==> src/eip2_regs.vh <==
// Register address, field positions and reset value for the extended priority register two.
`ifndef EIP2_REGS_VH
`define EIP2_REGS_VH
`define EIP2_ADDR 8'hf7
`define EIP2_RESET 8'h00
`define EIP2_RADIO_SERIAL_BIT 3
`define EIP2_RTC_ALARM_BIT 2
`define EIP2_PORT_MATCH_BIT 1
`define EIP2_SUPPLY_WARNING_BIT 0
`define EIP2_USED_MASK 8'h0f
`define EIP2_NUM_SRC 4
`endif

==> src/eip2_arb.v <==
// Two-level priority arbiter for the four sources served by the extended priority register.
`timescale 1ns/1ps
`default_nettype none
module eip2_arb #(
  parameter N = 4
) (
  input wire [N-1:0] req_i,
  input wire [N-1:0] prio_i,
  input wire in_high_i,
  input wire in_low_i,
  output reg grant_valid_o,
  output reg [N-1:0] grant_o,
  output reg grant_high_o
);
  integer k;
  reg [N-1:0] hi_req;
  reg [N-1:0] lo_req;
  always @* begin
    hi_req = req_i & prio_i;
    lo_req = req_i & ~prio_i;
    grant_o = {N{1'b0}};
    grant_valid_o = 1'b0;
    grant_high_o = 1'b0;
    // Lower index wins within a level; a high request beats any low one.
    if (hi_req != {N{1'b0}} && !in_high_i) begin
      for (k = N - 1; k >= 0; k = k - 1) begin
        if (hi_req[k]) begin
          grant_o = {N{1'b0}};
          grant_o[k] = 1'b1;
        end
      end
      grant_valid_o = 1'b1;
      grant_high_o = 1'b1;
    end else if (lo_req != {N{1'b0}} && !in_high_i && !in_low_i) begin
      for (k = N - 1; k >= 0; k = k - 1) begin
        if (lo_req[k]) begin
          grant_o = {N{1'b0}};
          grant_o[k] = 1'b1;
        end
      end
      grant_valid_o = 1'b1;
    end
  end
endmodule
`default_nettype wire

==> src/eip2_top.v <==
// Extended interrupt priority register two with its two-level arbitration.
// Overview of operation
// - Bits 7:4 read as zero and writes to them are ignored.
// - Bit 3 sets the radio serial port interrupt to high (1) or low (0) priority.
// - Bit 2 sets the real-time clock alarm interrupt to high (1) or low (0) priority.
// - Bit 1 sets the port match interrupt to high (1) or low (0) priority.
// - Bit 0 sets the supply warning interrupt to high (1) or low (0) priority.
// - The register is read and written at address 0xf7 on every register page.
`timescale 1ns/1ps
`default_nettype none
`include "eip2_regs.vh"
module eip2_top (
  input wire sys_clk_i,
  input wire resetn_i,
  input wire [7:0] sfr_addr_i,
  input wire sfr_wr_i,
  input wire sfr_rd_i,
  input wire [7:0] sfr_wdata_i,
  output reg [7:0] sfr_rdata_o,
  output wire sfr_hit_o,
  input wire [3:0] irq_req_i,
  input wire isr_enter_i,
  input wire isr_exit_i,
  output wire radio_serial_irq_priority_o,
  output wire rtc_alarm_irq_priority_o,
  output wire port_match_irq_priority_o,
  output wire supply_warning_irq_priority_o,
  output wire grant_valid_o,
  output wire [3:0] grant_o,
  output wire grant_high_o,
  output wire in_high_o,
  output wire in_low_o
);
  reg [3:0] prio_reg;
  reg in_high_reg;
  reg in_low_reg;
  wire grant_high;
  wire grant_valid;
  // The page select is not decoded, so the register answers on all pages.
  assign sfr_hit_o = (sfr_addr_i == `EIP2_ADDR);
  always @(posedge sys_clk_i or negedge resetn_i) begin
    if (!resetn_i) begin
      prio_reg <= 4'h0;
    end else if (sfr_wr_i && sfr_hit_o) begin
      prio_reg <= sfr_wdata_i[3:0];
    end
  end
  always @(posedge sys_clk_i or negedge resetn_i) begin
    if (!resetn_i) begin
      sfr_rdata_o <= `EIP2_RESET;
    end else if (sfr_rd_i && sfr_hit_o) begin
      sfr_rdata_o <= {4'h0, prio_reg} & `EIP2_USED_MASK;
    end else begin
      sfr_rdata_o <= 8'h00;
    end
  end
  assign radio_serial_irq_priority_o = prio_reg[`EIP2_RADIO_SERIAL_BIT];
  assign rtc_alarm_irq_priority_o = prio_reg[`EIP2_RTC_ALARM_BIT];
  assign port_match_irq_priority_o = prio_reg[`EIP2_PORT_MATCH_BIT];
  assign supply_warning_irq_priority_o = prio_reg[`EIP2_SUPPLY_WARNING_BIT];
  eip2_arb #(
    .N(`EIP2_NUM_SRC)
  ) u_arb (
    .req_i(irq_req_i),
    .prio_i(prio_reg),
    .in_high_i(in_high_reg),
    .in_low_i(in_low_reg),
    .grant_valid_o(grant_valid),
    .grant_o(grant_o),
    .grant_high_o(grant_high)
  );
  assign grant_valid_o = grant_valid;
  assign grant_high_o = grant_high;
  // Track which service levels are active; a high entry nests over a low one.
  always @(posedge sys_clk_i or negedge resetn_i) begin
    if (!resetn_i) begin
      in_high_reg <= 1'b0;
      in_low_reg <= 1'b0;
    end else if (isr_enter_i && grant_valid) begin
      if (grant_high) begin
        in_high_reg <= 1'b1;
      end else begin
        in_low_reg <= 1'b1;
      end
    end else if (isr_exit_i) begin
      if (in_high_reg) begin
        in_high_reg <= 1'b0;
      end else begin
        in_low_reg <= 1'b0;
      end
    end
  end
  assign in_high_o = in_high_reg;
  assign in_low_o = in_low_reg;
endmodule
`default_nettype wire

==> config.mk <==
export PLATFORM = sky130hd
export DESIGN_NAME = eip2_top
export DESIGN_NICKNAME = d
export VERILOG_FILES = /design/src/eip2_arb.v /design/src/eip2_top.v
export VERILOG_INCLUDE_DIRS = /design/src /design/src/src
export SDC_FILE = /design/constraint.sdc
export NUM_CORES = 1
export LEC_CHECK = 0
export BUFFER_PORTS_ARGS = -buffer_cell sky130_fd_sc_hd__buf_4
export CAP_MARGIN = 30
export CORE_MARGIN = 2
export CORE_UTILIZATION = 41
export DETAILED_ROUTE_END_ITERATION = 6
export GPL_TIMING_DRIVEN = 0
export PLACE_DENSITY = 0.81
export SETUP_SLACK_MARGIN = 0.5
export SYNTH_ARGS = -nofsm -noshare
export SYNTH_HDL_FRONTEND = slang
export SYNTH_HIERARCHICAL = 1
export SYNTH_SLANG_ARGS = --single-unit
export TNS_END_PERCENT = 10
==> constraint.sdc <==
create_clock -name sys_clk_i -period 2.2 [get_ports sys_clk_i]
set_clock_uncertainty 0.05 [all_clocks]
set_input_delay 0.11 -clock sys_clk_i [delete_from_list [all_inputs] [get_ports sys_clk_i]]
set_output_delay 0.11 -clock sys_clk_i [all_outputs]
set_load 0.01 [all_outputs]
* Word-level counts from Yosys, hierarchy flattened
Cells that the tools add are included.
W data, S select, Z words.
** Storage, ports and cells
- Bits in registers :: 10
- Input bits :: 26
- Output and inout port bits :: 21
** Cells by class
- Eq/ne operators :: 4
- Multiplexer cells :: 21
- Bitwise gates (word level) :: 3
- Reduce and logical (&&, ||, !) cells :: 13
** Operator list (number)
- $mux W4 :: 11
- $mux W1 :: 10
- $and A4 B4 Y4 :: 2
- $eq A8 B8 Y1 const B :: 1
- $reduce_bool A4 Y1 :: 2
- $logic_and A1 B1 Y1 :: 6
- $ne A2 B2 Y1 const B :: 2
- $not A4 Y4 :: 1
- $reduce_and A3 Y1 :: 1
- $logic_not A1 Y1 :: 2
- $ne A2 B1 Y1 const B :: 1
- $reduce_and A2 Y1 :: 1
- $reduce_bool A2 Y1 :: 1

* Logic depth before layout (Yosys ltp)
- Word-level depth :: 10
- Gate-level depth with buffers :: 5
- Gate-level depth less buffers :: 5

* Hierarchy
The synthesis kept the hierarchy.
** By module, submodules not included
- eip2_top :: instances 1, cells each 37, area each 452.9 µm², sequential area each 250.2 µm²
- eip2_arb :: instances 1, cells each 28, area each 180.2 µm², sequential area each 0.0 µm²

* Least setup slack after synthesis
OpenSTA, ideal clock, no wires.
- Kind :: reg2out
- Start point :: reg prio_reg[3]
- End point :: out grant_o[3]
- Arrival :: 1.409 ns
- Data required time :: 2.040 ns
- Slack :: 0.631 ns
- Cell stages (with the launch flop) :: 4
- Cell sequence :: dfrtp_1 or4_1 a2bb2oi_1 o21ai_0
** Between the ends
- Cells in the longest elaborated chain, start to end :: 8
- Elaborated cells on any way between the ends :: 18
- Those cells by class :: mux (10); bitwise (3); reduce/logical (5)
** Ends and longest elaborated chain
- start: declaration :: line eip2_top.v:34 : reg [3:0] prio_reg;
- start signal: assignment :: line eip2_top.v:45 : prio_reg <= sfr_wdata_i[3:0];
- $not A4 Y4 :: line eip2_arb.v:20 : lo_req = req_i & ~prio_i;
- $and A4 B4 Y4 :: line eip2_arb.v:20
- $mux W4 (4 in series) :: line eip2_arb.v:36 : if (lo_req[k]) begin
- $mux W4 :: line eip2_arb.v:34 : end else if (lo_req != {N{1'b0}} && !in_high_i && !in_low_i) begin
- $mux W4 (*) :: line eip2_arb.v:25 : if (hi_req != {N{1'b0}} && !in_high_i) begin
- end: declaration :: line eip2_top.v:29 : output wire [3:0] grant_o,
Mark *: on every way between the ends. The rest lies on a longest branch, timed or not.

* Worst setup path after layout
- Start point :: reg prio_reg[1]
- End point :: out grant_valid_o
** Between the ends
- Cells in the longest elaborated chain, start to end :: 7
- Elaborated cells on any way between the ends :: 10
- Those cells by class :: mux (2); bitwise (3); reduce/logical (5)
** Ends and longest elaborated chain
- $not A4 Y4 :: line eip2_arb.v:20
- $and A4 B4 Y4 :: line eip2_arb.v:20
- $reduce_bool A4 Y1 :: line eip2_arb.v:34
- $logic_and A1 B1 Y1 (2 in series) :: line eip2_arb.v:34
- $mux W1 :: line eip2_arb.v:34
- $mux W1 (*) :: line eip2_arb.v:25
- end: declaration :: line eip2_top.v:28 : output wire grant_valid_o,
Marks and branches as above.

==> metrics <==
WL/cell 13.3 um; status completed; Core ar. 1470 sq um; initial antenna violation count 0; Post-Synth Simple-Gate Area 0.289; RSZ-0062 raised after global routing yes; H-tree depth 1; Total Wirelength 1.86 mm; fin. max-slew vios 0; CTS buffer count 3; P per Cell Area 584 nW/um^2; hold path cells 2; initial DRC count 16; Worst setup EP type output port; yosys synthesis warning count 6; Layout area overhead 73.5%; clk_lat worst skew 250 ps; Hold Startpoint sfr_wdata_i[3]; Clk Tree Root Cell clkbuf_4; Die W 43.3 um; Routed Antenna Nets 0; HP Class in -> reg; multiplexer share of the synthesized area 0.0711; pin count of the biggest net entering global routing 11; Setup violations, final 0; terminus of the critical flop-to-flop path in_low_o; crit path DAT 1640 ps; Synth Area in Compound Gates 0.168; maximum buffer depth of the clock tree 2; non-filler cells in the finished layout 140; final setup TNS 0 ps; final hold viol count 0; Ant. Diodes 0; flop and latch count out of synthesis 10; Syn Std Cell Area about 630 sq um; Residual DRC 0; synth unique cells 28; CP Launch Type register; die height 43.3 um; Leak Pwr 0.611 nW; area share of fa/ha/maj cells after synthesis 0; Starting Density 0.430; Vias/cell 5.10; vias in the first global route ~650; r2r setup slk 550 ps; reg-to-reg startpoint prio_reg[1]; Final Critical Period 1800 ps; Post-synth EDFFs 0; most common cell after layout, fill and taps aside buf_4; Pre-Repair DR Iteration Count 4; kind of critical path reg -> out; grt ovf 0; Worst Hold End prio_reg[3]; post-synthesis xor/xnor area fraction 0; io pins 47; Mapped Avg Cell Area 9.74 sq um; Top FF cell, synth dfrtp_1; critical path fanouts, max 3; Clock Sinks 10; final net count 152; largest family of logic cells by synthesized area simple AND/OR/NAND/NOR gates; Clock Pin Slew Worst Setup and Hold Paths 60 ps; Req. time, crit path 2040 ps; first-pass GRT wire length around 2.8 mm; R2R depth 7; GRT Total Usage 0.204; Die ar. 1870 sq um; TritonCTS clock tree done; max cap viols 0; VDD IR max 0.448 mV; Syn Inst Count 65; share of the yosys chip area belonging to registers 0.395; layout cells sized above 1 0.540; placer's final routability congestion estimate approximately 0.8; post-synthesis async set-or-reset flop share 1.00; most frequent cells in the layout buf_4 (56), dfrtp_1 (6), nor2_1 (5), nand2b_1 (5); Core Util, Final 0.747; number of placement rows 14; period utilization 0.816; via count 714; Inst Count DP 122; f_max 557 MHz; IO buf count 38
what timing repair did:
item | in CTS | in global routing
setup endpoints to repair | 4 | 6
pin swaps | 5 | 3
resized for setup | 5 | 1
hold endpoints to repair | 10 | 0
buffers inserted | 13 | 1
hold buffers | 1 | 0
cloned | 0 | 0
logic make-up after synthesis:
family / after synthesis
other: 1
AOI/OAI and AO/OA: 15
DFF: 10
buffers and inverters: 8
muxes: 4
and+or+nand+nor: 27
final cells by class:
type                    count  area, sq um
repair buffers             53          400
fillers                   106          373
multi-input cells          50          355
flip-flops and latches     10          255
plain buffers               4         30.0
clock buffers               3         22.5
well taps                  16         20.0
inverters                   4         15.0
power breakdown:
part | switching (W) | total, W | leakage [nW] | internal, W
Combinational | 0.000132 | 0.000295 | 0.467 | 0.000163
Clock | 0.0000537 | 0.000116 | 0.0138 | 0.0000627
Sequential | 0.0000273 | 0.000230 | 0.130 | 0.000203
stage by stage:
stage / hold slack, ps / cell area (sq um) / setup WS, ps / total power [W]
2_1_floorplan: -236 / 644 / 631 / 0.000354
3_3_place_gp: -113 / 950 / 590 / 0.000477
3_5_place_dp: -110 / 950 / 595 / 0.000482
4_1_cts: 17.5 / 1080 / 398 / 0.000631
5_1_grt: 5.39 / 1100 / 329 / 0.000680
6_report: 23.0 / 1100 / 404 / 0.000641
critical path, cell delays in order (launching register included):
cell	delay (ps)
dfrtp_1	390
buf_4	150
buf_4	130
nand2b_1	150
a41o_1	220
a21oi_1	180
buf_4	150
worst max-delay path by stage:
stage / from / to / slack (ps) / cells past startpoint
2_1_floorplan: prio_reg[3] / grant_o[3] / 630 / 3
3_3_place_gp: prio_reg[3] / grant_o[3] / 590 / 4
3_5_place_dp: prio_reg[3] / grant_o[3] / 600 / 4
4_1_cts: prio_reg[1] / grant_o[0] / 400 / 4
5_1_grt: prio_reg[0] / grant_o[0] / 330 / 4
6_report: prio_reg[1] / grant_valid_o / 400 / 6
cell usage after synthesis (2+ instances only):
cell	number	share of area
a21oi_1	2	0.016
a221oi_1	2	0.028
a22o_1	2	0.028
and2_1	4	0.040
buf_4	4	0.047
dfrtp_1	10	0.40
inv_1	4	0.024
mux2_1	3	0.053
nand2_1	3	0.018
nand2b_1	5	0.049
nor2_1	5	0.030
o21ai_0	4	0.032
or4_1	2	0.024
layer usage:
metal,vias up,part of all wire,GRT usage
met3,0,0.052,0.0766
met1,343,0.37,0.216
met2,21,0.57,0.391
li1,350,-,-
met5,-,0,0
met4,0,0,0.0182
Note: power is estimated with default switching activity, not from simulation.
